--- src/rtl/mimcr_pkg.sv ---
// Package for the monitor interrupt-mask and configuration register bank
// Contract
// - Mask register 43h bits 0-4,6,7 block their status sources from the interrupt output.
// - Mask register 44h bits 0,1,4 block 12V, core supply 2 and intrusion sources.
// - Bit 7 of 44h enables the configuration reset-pulse request.
// - Register 45h is plain read/write storage, zero after power-on, no effect.
// - Writing one to 46h bit 7 pulls intrusion pin low 20 ms, then self-clears.
// - Intrusion-clear bit is shared with configuration bit 6; both locations read alike.
// - Register 47h bits 3:0 read the low identification pins; upper nibble resets 0101.
// - Bits 5:4 of 47h select tach 1 divide by 1, 2, 4 or 8.
// - Bits 7:6 of 47h select tach 2 divide by 1, 2, 4 or 8.
// - Register 48h bits 6:2 writable address, reset 01011; bit 7 storage, reset zero.
// - Register 48h bits 1:0 read the two address strap pins.
// - Register 49h bit 0 reads identification pin 4; bits 7:1 are storage.
// - Register 4Bh bits 1:0 select repetitive, one-time or comparator temperature interrupts.
// - Register 4Bh bit 7 reads temperature half-degree bit; bits 6:2 are storage.
// - Interrupt output asserts only while configuration interrupt-enable is one.
// - Configuration reset bit drives reset low at least 20 ms, then self-clears.
`default_nettype none
package mimcr_pkg;
  localparam logic [7:0] ADDR_MASK_FIRST   = 8'h43;
  localparam logic [7:0] ADDR_MASK_SECOND  = 8'h44;
  localparam logic [7:0] ADDR_SPARE        = 8'h45;
  localparam logic [7:0] ADDR_INTR_CLEAR   = 8'h46;
  localparam logic [7:0] ADDR_VID_DIV      = 8'h47;
  localparam logic [7:0] ADDR_SLAVE        = 8'h48;
  localparam logic [7:0] ADDR_VID_BIT4     = 8'h49;
  localparam logic [7:0] ADDR_TEMP_CFG     = 8'h4b;

  localparam logic [7:0] RST_MASK_FIRST    = 8'h00;
  localparam logic [7:0] RST_MASK_SECOND   = 8'h00;
  localparam logic [7:0] RST_SPARE         = 8'h00;
  localparam logic [6:0] RST_INTR_SPARE    = 7'h00;
  localparam logic [3:0] RST_VID_DIV_HI    = 4'h5;
  localparam logic [4:0] RST_SLAVE_HI      = 5'h0b;
  localparam logic       RST_SLAVE_B7      = 1'b0;
  localparam logic [6:0] RST_CPU_VOLTAGE_ID_BIT4_SPARE    = 7'h40;
  localparam logic [7:0] RST_TEMP_CFG      = 8'h01;

  // Sources that can reach the interrupt output
  localparam logic [7:0] SRC_FIRST         = 8'hdf;
  localparam logic [7:0] SRC_SECOND        = 8'h13;
  localparam int         BIT_RESET_EN      = 7;
  localparam int         BIT_INTR_CLEAR    = 7;

  localparam int unsigned PULSE_TIME_MS    = 20;
  localparam int unsigned CLK_HZ           = 40_000_000;
  localparam int unsigned PULSE_CYCLES     = (PULSE_TIME_MS * CLK_HZ + 999) / 1000;
  localparam int unsigned SYNC_STAGES      = 3;

  typedef struct packed {
    logic       wr;
    logic       rd;
    logic [7:0] addr;
    logic [7:0] wdata;
  } mimcr_req_type;

  typedef struct packed {
    logic       int_enable;
    logic       reset_req;
    logic       intr_wr;
    logic       intr_wdata;
    logic       init;
  } mimcr_cfg_type;

  typedef enum logic [1:0] {
    MODE_REPEAT  = 2'b00,
    MODE_ONCE    = 2'b01,
    MODE_COMPARE = 2'b10,
    MODE_REPEAT2 = 2'b11
  } mimcr_temp_mode_type;
endpackage : mimcr_pkg
`default_nettype wire

--- src/rtl/mimcr_pin_sync.sv ---
// Three-stage pin synchroniser that accepts a change once stages two and three agree
`default_nettype none
module mimcr_pin_sync
  import mimcr_pkg::*;
#(
  parameter int WIDTH = 1
)(
  // Clock and reset
  input  wire logic             clk,
  input  wire logic             reset_n,
  input  wire logic             ce,
  // Pin and clean level
  input  wire logic [WIDTH-1:0] pin,
  output logic      [WIDTH-1:0] level
);
  logic [WIDTH-1:0] s1_q;
  logic [WIDTH-1:0] s2_q;
  logic [WIDTH-1:0] s3_q;

  always_ff @(posedge clk or negedge reset_n)
  begin
    if (!reset_n)
    begin
      s1_q  <= '0;
      s2_q  <= '0;
      s3_q  <= '0;
      level <= '0;
    end
    else if (ce)
    begin
      s1_q <= pin;
      s2_q <= s1_q;
      s3_q <= s2_q;
      // Single-sample glitches never reach the register file
      for (int i = 0; i < WIDTH; i++)
      begin
        if (s2_q[i] == s3_q[i])
          level[i] <= s3_q[i];
      end
    end
  end
endmodule : mimcr_pin_sync
`default_nettype wire

--- src/rtl/mimcr_pulse.sv ---
// Fixed-length low pulse timer for the reset and intrusion pins
`default_nettype none
module mimcr_pulse
  import mimcr_pkg::*;
#(
  parameter int unsigned CYCLES = PULSE_CYCLES
)(
  // Clock and reset
  input  wire logic clk,
  input  wire logic reset_n,
  input  wire logic ce,
  // Control
  input  wire logic start,
  output logic      busy
);
  localparam int CW = $clog2(CYCLES + 1);
  logic [CW-1:0] cnt_q;

  always_ff @(posedge clk or negedge reset_n)
  begin
    if (!reset_n)
    begin
      cnt_q <= '0;
      busy  <= 1'b0;
    end
    else if (ce)
    begin
      if (!busy && start)
      begin
        cnt_q <= CW'(CYCLES - 1);
        busy  <= 1'b1;
      end
      else if (busy)
      begin
        if (cnt_q == '0)
          busy <= 1'b0;
        else
          cnt_q <= cnt_q - 1'b1;
      end
    end
  end
endmodule : mimcr_pulse
`default_nettype wire

--- src/rtl/mimcr_regs.sv ---
// Interrupt mask, intrusion clear, divisor, address and temperature configuration registers
`default_nettype none
module mimcr_regs
  import mimcr_pkg::*;
#(
  parameter int unsigned PULSE_LEN = PULSE_CYCLES
)(
  // Clock, enable and reset
  input  wire logic          CLK,
  input  wire logic          CE,
  input  wire logic          RESET_N,
  // Register port from the serial interface
  input  wire mimcr_req_type REQ,
  output logic [7:0]         RDATA,
  output logic               RVALID,
  // Configuration register links
  input  wire mimcr_cfg_type CFG,
  output logic               CFG_RESET_BIT,
  output logic               CFG_INTR_BIT,
  // Interrupt status from the limit checker
  input  wire logic [7:0]    STATUS_FIRST,
  input  wire logic [7:0]    STATUS_SECOND,
  input  wire logic          TEMP_HALF_LSB,
  // Pins sampled from outside
  input  wire logic [3:0]    CPU_VOLTAGE_ID,
  input  wire logic          CPU_VOLTAGE_ID_BIT4,
  input  wire logic          ADDR_STRAP_HI,
  input  wire logic          ADDR_STRAP_LO,
  // Pin drivers
  output logic               INT_OUT_N,
  output logic               RESET_OUT_N,
  output logic               CHASSIS_INTRUSION_OUT,
  output logic               CHASSIS_INTRUSION_OE_N,
  // Settings for the monitor core
  output logic [1:0]         TACH_1_DIV,
  output logic [1:0]         TACH_2_DIV,
  output logic [1:0]         TEMP_IRQ_MODE,
  output logic [6:0]         SLAVE_ADDR
);
  logic [7:0] mask_first_q;
  logic [7:0] mask_second_q;
  logic [7:0] spare_q;
  logic [6:0] intr_spare_q;
  logic [3:0] vid_div_hi_q;
  logic [4:0] slave_hi_q;
  logic       slave_b7_q;
  logic [6:0] cpu_voltage_id_bit4_spare_q;
  logic [7:0] temp_cfg_q;

  logic [3:0] vid_s;
  logic       cpu_voltage_id_bit4_s;
  logic [1:0] strap_s;
  logic       reset_busy;
  logic       intr_busy;
  logic       reset_start;
  logic       intr_start;
  logic       irq_pending;

  // Decode of a write strobe to one location
  function automatic logic hit(input mimcr_req_type r, input logic [7:0] a);
    hit = r.wr && (r.addr == a);
  endfunction : hit

  // Read mux shared by the data path and nowhere else, kept a function for clarity
  function automatic logic [7:0] read_value(input logic [7:0] a);
    unique case (a)
      ADDR_MASK_FIRST:  read_value = mask_first_q;
      ADDR_MASK_SECOND: read_value = mask_second_q;
      ADDR_SPARE:       read_value = spare_q;
      ADDR_INTR_CLEAR:  read_value = {intr_busy, intr_spare_q};
      ADDR_VID_DIV:     read_value = {vid_div_hi_q, vid_s};
      ADDR_SLAVE:       read_value = {slave_b7_q, slave_hi_q, strap_s};
      ADDR_VID_BIT4:    read_value = {cpu_voltage_id_bit4_spare_q, cpu_voltage_id_bit4_s};
      ADDR_TEMP_CFG:    read_value = {TEMP_HALF_LSB, temp_cfg_q[6:0]};
      default:          read_value = 8'h00;
    endcase
  endfunction : read_value

  mimcr_pin_sync #(
    .WIDTH (7)
  ) u_pin_sync (
    .clk     (CLK),
    .reset_n (RESET_N),
    .ce      (CE),
    .pin     ({CPU_VOLTAGE_ID_BIT4, CPU_VOLTAGE_ID, ADDR_STRAP_HI, ADDR_STRAP_LO}),
    .level   ({cpu_voltage_id_bit4_s, vid_s, strap_s})
  );

  // Reset request is dropped unless enabled; the bit then never reads one
  assign reset_start = CFG.reset_req && mask_second_q[BIT_RESET_EN];

  // Either location starts the intrusion pulse
  assign intr_start = (hit(REQ, ADDR_INTR_CLEAR) && REQ.wdata[BIT_INTR_CLEAR])
                    || (CFG.intr_wr && CFG.intr_wdata);

  mimcr_pulse #(
    .CYCLES (PULSE_LEN)
  ) u_reset_pulse (
    .clk     (CLK),
    .reset_n (RESET_N),
    .ce      (CE),
    .start   (reset_start),
    .busy    (reset_busy)
  );

  mimcr_pulse #(
    .CYCLES (PULSE_LEN)
  ) u_intr_pulse (
    .clk     (CLK),
    .reset_n (RESET_N),
    .ce      (CE),
    .start   (intr_start),
    .busy    (intr_busy)
  );

  // Mask registers
  always_ff @(posedge CLK or negedge RESET_N)
  begin
    if (!RESET_N)
    begin
      mask_first_q  <= RST_MASK_FIRST;
      mask_second_q <= RST_MASK_SECOND;
    end
    else if (CE)
    begin
      if (CFG.init)
      begin
        mask_first_q  <= RST_MASK_FIRST;
        mask_second_q <= RST_MASK_SECOND;
      end
      else
      begin
        if (hit(REQ, ADDR_MASK_FIRST))
          mask_first_q <= REQ.wdata;
        if (hit(REQ, ADDR_MASK_SECOND))
          mask_second_q <= REQ.wdata;
      end
    end
  end

  // Spare storage; initialisation leaves it alone like the address register
  always_ff @(posedge CLK or negedge RESET_N)
  begin
    if (!RESET_N)
      spare_q <= RST_SPARE;
    else if (CE && hit(REQ, ADDR_SPARE))
      spare_q <= REQ.wdata;
  end

  // Intrusion clear register low bits
  always_ff @(posedge CLK or negedge RESET_N)
  begin
    if (!RESET_N)
      intr_spare_q <= RST_INTR_SPARE;
    else if (CE)
    begin
      if (CFG.init)
        intr_spare_q <= RST_INTR_SPARE;
      else if (hit(REQ, ADDR_INTR_CLEAR))
        intr_spare_q <= REQ.wdata[6:0];
    end
  end

  // Fan divisors
  always_ff @(posedge CLK or negedge RESET_N)
  begin
    if (!RESET_N)
      vid_div_hi_q <= RST_VID_DIV_HI;
    else if (CE)
    begin
      if (CFG.init)
        vid_div_hi_q <= RST_VID_DIV_HI;
      else if (hit(REQ, ADDR_VID_DIV))
        vid_div_hi_q <= REQ.wdata[7:4];
    end
  end

  // Serial address; not in the initialisation set
  always_ff @(posedge CLK or negedge RESET_N)
  begin
    if (!RESET_N)
    begin
      slave_hi_q <= RST_SLAVE_HI;
      slave_b7_q <= RST_SLAVE_B7;
    end
    else if (CE && hit(REQ, ADDR_SLAVE))
    begin
      slave_hi_q <= REQ.wdata[6:2];
      slave_b7_q <= REQ.wdata[7];
    end
  end

  // Identification bit 4 register spare bits
  always_ff @(posedge CLK or negedge RESET_N)
  begin
    if (!RESET_N)
      cpu_voltage_id_bit4_spare_q <= RST_CPU_VOLTAGE_ID_BIT4_SPARE;
    else if (CE)
    begin
      if (CFG.init)
        cpu_voltage_id_bit4_spare_q <= RST_CPU_VOLTAGE_ID_BIT4_SPARE;
      else if (hit(REQ, ADDR_VID_BIT4))
        cpu_voltage_id_bit4_spare_q <= REQ.wdata[7:1];
    end
  end

  // Temperature configuration; bit 7 is never stored
  always_ff @(posedge CLK or negedge RESET_N)
  begin
    if (!RESET_N)
      temp_cfg_q <= RST_TEMP_CFG;
    else if (CE)
    begin
      if (CFG.init)
        temp_cfg_q <= RST_TEMP_CFG;
      else if (hit(REQ, ADDR_TEMP_CFG))
        temp_cfg_q <= {1'b0, REQ.wdata[6:0]};
    end
  end

  // Read data port
  always_ff @(posedge CLK or negedge RESET_N)
  begin
    if (!RESET_N)
    begin
      RDATA  <= 8'h00;
      RVALID <= 1'b0;
    end
    else if (CE)
    begin
      RVALID <= REQ.rd;
      if (REQ.rd)
        RDATA <= read_value(REQ.addr);
    end
  end

  // Status is only read here, never altered, so masked events still latch upstream
  assign irq_pending = |(STATUS_FIRST & SRC_FIRST & ~mask_first_q)
                     || |(STATUS_SECOND & SRC_SECOND & ~mask_second_q);

  // Pin drivers and settings, all registered
  always_ff @(posedge CLK or negedge RESET_N)
  begin
    if (!RESET_N)
    begin
      INT_OUT_N              <= 1'b1;
      RESET_OUT_N            <= 1'b1;
      CHASSIS_INTRUSION_OUT  <= 1'b0;
      CHASSIS_INTRUSION_OE_N <= 1'b1;
      CFG_RESET_BIT          <= 1'b0;
      CFG_INTR_BIT           <= 1'b0;
    end
    else if (CE)
    begin
      INT_OUT_N              <= !(CFG.int_enable && irq_pending);
      RESET_OUT_N            <= !reset_busy;
      CHASSIS_INTRUSION_OUT  <= 1'b0;
      CHASSIS_INTRUSION_OE_N <= !intr_busy;
      CFG_RESET_BIT          <= reset_busy;
      CFG_INTR_BIT           <= intr_busy;
    end
  end

  always_ff @(posedge CLK or negedge RESET_N)
  begin
    if (!RESET_N)
    begin
      TACH_1_DIV    <= RST_VID_DIV_HI[1:0];
      TACH_2_DIV    <= RST_VID_DIV_HI[3:2];
      TEMP_IRQ_MODE <= RST_TEMP_CFG[1:0];
      SLAVE_ADDR    <= {RST_SLAVE_HI, 2'b00};
    end
    else if (CE)
    begin
      TACH_1_DIV    <= vid_div_hi_q[1:0];
      TACH_2_DIV    <= vid_div_hi_q[3:2];
      TEMP_IRQ_MODE <= temp_cfg_q[1:0];
      SLAVE_ADDR    <= {slave_hi_q, strap_s};
    end
  end
endmodule : mimcr_regs
`default_nettype wire
--- config.mk ---
export PLATFORM = sky130hd
export DESIGN_NAME = mimcr_regs
export DESIGN_NICKNAME = d
export VERILOG_FILES = /design/src/rtl/mimcr_pkg.sv /design/src/rtl/mimcr_pin_sync.sv /design/src/rtl/mimcr_pulse.sv /design/src/rtl/mimcr_regs.sv
export SDC_FILE = /design/constraint.sdc
export NUM_CORES = 1
export LEC_CHECK = 0
export BUFFER_PORTS_ARGS = -buffer_cell sky130_fd_sc_hd__buf_2
export CAP_MARGIN = 25
export CELL_PAD_IN_SITES_DETAIL_PLACEMENT = 0
export CELL_PAD_IN_SITES_GLOBAL_PLACEMENT = 2
export CORE_MARGIN = 5
export CORE_UTILIZATION = 35
export CTS_BUF_LIST = sky130_fd_sc_hd__clkbuf_4 sky130_fd_sc_hd__clkbuf_8 sky130_fd_sc_hd__clkbuf_16
export DETAILED_ROUTE_END_ITERATION = 7
export GPL_TIMING_DRIVEN = 0
export HOLD_SLACK_MARGIN = 0.06
export PLACE_DENSITY = 0.78
export SLEW_MARGIN = 20
export SYNTH_ARGS = -nofsm -noshare
export SYNTH_HDL_FRONTEND = slang
export SYNTH_SLANG_ARGS = --single-unit
--- constraint.sdc ---
create_clock -name CLK -period 3.8 [get_ports CLK]
set_input_delay 0.19 -clock CLK [delete_from_list [all_inputs] [get_ports CLK]]
set_output_delay 0.19 -clock CLK [all_outputs]
set_load 0.01 [all_outputs]
==> metrics.csv, run 1 <==
metric,value,unit
status,finished clean,
core-area,20170,sq um
grt_max_degree,87,
floorplan.rows,52,
path_clk_slew,0.07,ns
min_period_over_period,66.68,%
dpl-instance-area,7915,sq um
synth-async-reset-ratio,100.0,%
fmax,394.7,MHz
synth_edf_count,0,
ir_worst_vdd,309.7,uV
post-route-drc-count,0,
number_of_global_route_vias_before_repair,5683,
finalSetupTns,0,ns
initial_utilization,35.53,%
netlist_instances,662,
synth_flop_cell,dfrtp_1,
drt_first_iter_violations,409,
timing_worst_slew_pin_value,0.9840,ns
setup_violations,0,
num_vias,5543,
p_per_area,473.5,nW/um^2
synthesis.area,7167,sq um
cts.sinks,152,
setup.worst_path.start_class,register,
ys.warnings.count,0,
syn-num-nets,716,
die-height,153.1,um
critical_path_buf_inv_count,2,
clock_tree.htree_level_count,4,
gr-max-usage-layer,met2,
worst-r2r-cell-count,8,
grt_util_met2,28.18,%
worstPathCellList,inv_1 -> ha_1 -> or4b_2 -> or4_1 -> buf_2 -> o2111ai_1 -> xor2_1 -> nand2_1,
area_of_the_die,23440,sq um
synth.largest_area_cell,dfrtp_1,
slew-limit-headroom,32.70,%
drive_above_1_share,23.64,%
design_area,8617,sq um
diodes_inserted,0,
fin_cells,1044,
globalRoute.totalOverflow,0,
worstSkewPairLatency,0.42,ns
skew,0.008643,ns
antenna_found_initial,0,
global_route_wire_length_before_repair,31890,um
synth_sequential_area_ratio,53.35,%
crit_path_top_delay_cell,or4b_2,
gr-usage-all-layers,17.06,%
yosysUniqueCellTypes,64,
post-layout-total-power,4.080,mW
timing_worst_setup_path_type,reg -> reg,
cts_tree,yes,
report.final.slew_viol_count,0,
finalNetCount,815,
tritoncts.num_buffers,17,
ys_seq_elements,152,
io_buffer_count,67,
dpl.hpwl,14110,um
place.gp.congestion,0.8597,
antenna_violating_nets_post_route,0,
synth_top_cell_area_share,47.49,%
cp_data_arrival_time,2.81,ns
final_period_minus_worst_setup_slack,2.534,ns
post_drt_wl_per_cell,18.91,um
cpLargestDelayFamily,simple AND/OR/NAND/NOR gates,
area_delta_synth_final,20.23,%
timing.critical_path.fanout_max,10,
drt-pass1-iter-count,5,
ranking_of_synthesized_cells_by_area,"dfrtp_1 47%, mux2_2 7.2%, dfstp_2 5.9%",
worstSetupEndpointType,register,
unrepaired_setup_endpoints_after_global_routing,false,
max_cap_viol_count,0,
numPlacedInstances,1002,
cts_setup_buffers,0,
worst_hold_path.num_cells,4,
fp.dieW,153.1,um
p_leak,3.821,nW
grt.met3_usage,3.619,%
crit_path_max_incr_delay,0.60,ns
number_of_vias_per_cell_after_detailed_routing,5.309,
hold_path_class,in -> reg,
report.final.hold_viol_count,0,
cts_max_path_buffers,2,
crit_cells,8,
clock_tree.root_cell,clkbuf_16,
totalWireLength,19750,um
syn_avg_cell_area,10.83,sq um
design.portCount,78,
groute.layer.met1.usage,22.99,%
cp_data_required_time,4.08,ns
==> flip-flops by register name (all words and copies together) (netlist names), 2 cells and up <==
register	count
u_pin_sync.s3_q	7
spare_q	8
u_pin_sync.s2_q	7
mask_second_q	8
slave_hi_q	5
u_reset_pulse.cnt_q	20
mask_first_q	8
TACH_2_DIV	2
u_pin_sync.s1_q	7
u_intr_pulse.cnt_q	20
vid_div_hi_q	4
temp_cfg_q	7
cpu_voltage_id_bit4_spare_q	7
SLAVE_ADDR	7
u_pin_sync.level	7
RDATA	8
TACH_1_DIV	2
TEMP_IRQ_MODE	2
intr_spare_q	7
==> worst reg2reg max path, delay by kind of cell (launching register included) <==
family / cells / cell delay (ns)
DFF: 1 / 0.42
buffers and inverters: 2 / 0.30
xor gates and xnor gates: 1 / 0.19
adders and majority gates: 1 / 0.15
AOI/OAI and AO/OA: 1 / 0.27
and+or+nand+nor: 3 / 1.06
==> Yosys cell counts (all sizes together), types with 3 or more instances <==
master,instances
inv,31
nor2b,4
xor2,7
a31oi,3
nor4,16
a21oi,15
nand3,13
nor3,19
nand4b,3
or4,10
o21ai,46
nor2,33
dfstp,16
xnor2,12
o22ai,9
nand2b,3
mux2,47
nand3b,4
a22o,39
clkbuf,25
or2,5
buf,10
a221oi,3
a22oi,15
nand4,4
a211oi,6
or3,5
mux2i,21
and3,4
dfrtp,136
ha,4
nand2,59
==> repair_timing <==
action / 4_1_cts / 5_1_grt
hold buffers: 10 / 0
gates resized for setup: 0 / 0
endpoints found under the hold margin: 64 / 0
==> cells by family (layout without fill, tap and decap cells) <==
kind of cell	after synthesis	after routing	synth area share [%]
xor gates and xnor gates	19	19	2.322
buffers and inverters	66	178	3.666
muxes	68	68	10.37
DFF	152	152	53.35
and+or+nand+nor	191	191	13.76
AOI/OAI and AO/OA	161	161	15.78
adders and majority gates	4	4	0.6984
other	1	1	0.05232
==> area by class of cell <==
type | count | area, sq um
inverter | 31 | 116.4
buffer | 35 | 146.4
clock inverter | 14 | 162.7
fill | 1984 | 11550
timing repair buffer | 80 | 485.5
multi-input combinational | 444 | 3105
sequential | 152 | 3824
clock buffer | 18 | 439.2
tap | 270 | 337.8
==> power breakdown <==
part           switching (mW)  internal, mW
Sequential              0.124          1.76
Clock                   0.719          1.00
Combinational           0.278         0.193
==> routing by layer <==
layer  wire [um]  part of all wire (%)
met1        9190                    47
met5           0                     0
met4         291                   1.5
met2        9628                    49
met3         637                   3.2
==> worst paths after layout <==
path	to	slack, ns	start
max in group asynchronous	TEMP_IRQ_MODE[0]	2.64	RESET_N
setup reg to reg	u_intr_pulse.cnt_q[3]	1.27	u_intr_pulse.cnt_q[0]
hold / removal	INT_OUT_N	0.07	STATUS_FIRST[7]
setup / recovery	u_intr_pulse.cnt_q[3]	1.27	u_intr_pulse.cnt_q[0]
hold reg to reg	INT_OUT_N	0.49	INT_OUT_N
min in group asynchronous	u_reset_pulse.cnt_q[5]	0.33	RESET_N
==> layout by cell type (no fill, tap or decap), drive strengths merged, types with 16 or more instances in the layout <==
cell / synthesis / layout
dfrtp: 136 / 136
buf: 10 / 80
nand2: 59 / 59
mux2: 47 / 47
o21ai: 46 / 46
clkbuf: 25 / 43
a22o: 39 / 39
inv: 31 / 36
nor2: 33 / 33
mux2i: 21 / 21
nor3: 19 / 19
dfstp: 16 / 16
nor4: 16 / 16
==> metrics by stage <==
| stage | util, % | hold slack [ns] | worst slack, ns |
|---|---|---|---|
| floorplan | - | -0.1056 | 1.484 |
| global placement | 38.87 | 0.3514 | 0.2747 |
| detailed placement | 39.24 | 0.1856 | 1.070 |
| CTS | 42.72 | 0.06184 | 1.285 |
| global route | 42.72 | 0.09462 | 1.111 |
| finish | 42.72 | 0.07217 | 1.266 |
Note: power is estimated with default switching activity, not from simulation.
==> inputs of run 2 (changes only) <==
- clock period: 3.8 -> 2.6 ns (I/O delays scaled with it)
==> metrics.csv, run 2 (synthesis gave the netlist of run 1 again) <==
metric,value,unit
clock_tree.htree_level_count,4,
core-area,20170,sq um
biggestRegsByFlops,"u_intr_pulse.cnt_q x20, u_reset_pulse.cnt_q x20",
unrepaired_setup_endpoints_after_global_routing,true,
setup.worst_path.start_class,register,
area_of_the_die,23440,sq um
cp_data_required_time,2.88,ns
place.gp.congestion,0.8597,
fin_cells,1050,
hold_path_class,in -> reg,
report.final.hold_viol_count,0,
cts_max_path_buffers,2,
globalRoute.totalOverflow,0,
drt-pass1-iter-count,5,
p_leak,3.852,nW
numPlacedInstances,1002,
p_per_area,688.9,nW/um^2
post-layout-total-power,5.990,mW
gr-usage-all-layers,17.07,%
drt_first_iter_violations,388,
timing_worst_setup_path_type,reg -> reg,
design.portCount,78,
path_clk_slew,0.07,ns
number_of_global_route_vias_before_repair,5698,
die-height,153.1,um
report.final.slew_viol_count,0,
number_of_vias_per_cell_after_detailed_routing,5.331,
global_route_wire_length_before_repair,31930,um
cpMostUsedCell,or4_1,
cts_tree,yes,
crit_path_top_delay_cell,or4_1,
cp_data_arrival_time,2.78,ns
fp.dieW,153.1,um
cpLargestDelayFamily,simple AND/OR/NAND/NOR gates,
dpl.hpwl,14110,um
skew,0.008803,ns
ir_worst_vdd,451.3,uV
totalWireLength,19880,um
hold-worst-slack,0.08851,ns
clock_tree.root_cell,clkbuf_16,
drive_above_1_share,24.10,%
post-route-drc-count,0,
tritoncts.num_buffers,17,
worstSetupEndpointType,register,
initial_utilization,35.53,%
grt_max_degree,87,
antenna_violating_nets_post_route,0,
critical_path_buf_inv_count,2,
worstSkewPairLatency,0.42,ns
min_period_over_period,96.08,%
setup_violations,0,
area_delta_synth_final,21.32,%
num_vias,5598,
worstPathCellList,or4_1 -> clkbuf_1 -> or4_1 -> clkbuf_4 -> o21ai_0 -> xor2_1 -> nand2_1,
slew-limit-headroom,27.45,%
post_drt_wl_per_cell,18.94,um
diodes_inserted,0,
final_period_minus_worst_setup_slack,2.498,ns
cts.sinks,152,
fmax,400.3,MHz
layout.cells.most_common,dfrtp_1,
timing.critical_path.fanout_max,10,
commonest_cells_after_routing_fill_and_taps_aside,"136 x dfrtp_1, 69 x buf_2, 59 x nand2_1, 46 x mux2_2, 44 x o21ai_0",
max_cap_viol_count,0,
io_buffer_count,67,
timing_worst_slew_pin_value,1.061,ns
antenna_found_initial,0,
floorplan.rows,52,
crit_path_max_incr_delay,0.54,ns
finalNetCount,821,
status,finished clean,
==> run 2: path summary, 6_finish.rpt <==
check | from | endpoint | slack (ns) | cells after the start
min in group asynchronous | RESET_N | u_reset_pulse.cnt_q[5] | 0.27 | 2
worst min-delay path | REQ[6] | cpu_voltage_id_bit4_spare_q[5] | 0.09 | 2
worst min register to register | u_intr_pulse.cnt_q[5] | u_intr_pulse.cnt_q[5] | 0.49 | 1
max in group asynchronous | RESET_N | TEMP_IRQ_MODE[0] | 1.51 | 3
worst max-delay path | u_intr_pulse.cnt_q[10] | u_intr_pulse.cnt_q[4] | 0.10 | 7
worst max register to register | u_intr_pulse.cnt_q[10] | u_intr_pulse.cnt_q[4] | 0.10 | 7
==> run 2: per-stage QoR <==
step / setup TNS [ns] / utilization (%) / setup WS, ns / instance area, sq um
after floorplan: 0 / - / 0.2841 / 7167
after global placement: -121.89 / 38.87 / -0.8653 / 7840
after detailed placement: -0.4506 / 39.24 / -0.06995 / 7915
after CTS: 0 / 42.97 / 0.03837 / 8667
after global routing: -0.05161 / 43.11 / -0.05083 / 8695
final: 0 / 43.11 / 0.1018 / 8695
==> run 2: layout make-up <==
cell class / count / area (sq um)
fillers: 1982 / 11470
flip-flops and latches: 152 / 3824
multi-input cells: 444 / 3122
repair buffers: 86 / 543.0
clock buffers: 18 / 439.2
well taps: 270 / 337.8
clock inverters: 14 / 162.7
plain buffers: 35 / 150.1
inverters: 31 / 116.4
==> run 2: worst register-to-register path: stages, from the launching register on <==
cell and delay [ns]:
dfrtp_1 0.40, or4_1 0.54, clkbuf_1 0.19, or4_1 0.53, clkbuf_4 0.20, o21ai_0 0.23, xor2_1 0.19, nand2_1 0.07
==> run 2: power by group <==
part	internal, mW	switching (mW)	total [mW]
logic	0.297	0.415	0.712
registers	2.58	0.178	2.76
clock network	1.46	1.06	2.52
==> run 2: layer usage <==
| layer | share of wire (%) | vias up | global-route usage, % |
|---|---|---|---|
| met2 | 49 | 112 | 28.18 |
| met4 | 1.4 | 0 | 4.412 |
| met3 | 3.1 | 16 | 3.647 |
| met5 | 0 | - | 0 |
| li1 | - | 2643 | - |
| met1 | 46 | 2827 | 22.96 |
==> run 2: what timing repair did <==
item	4_1_cts	5_1_grt
gates resized for setup	0	6
hold buffers	15	0
setup endpoints to repair	0	6
endpoints found under the hold margin	97	0
setup buffers	0	1
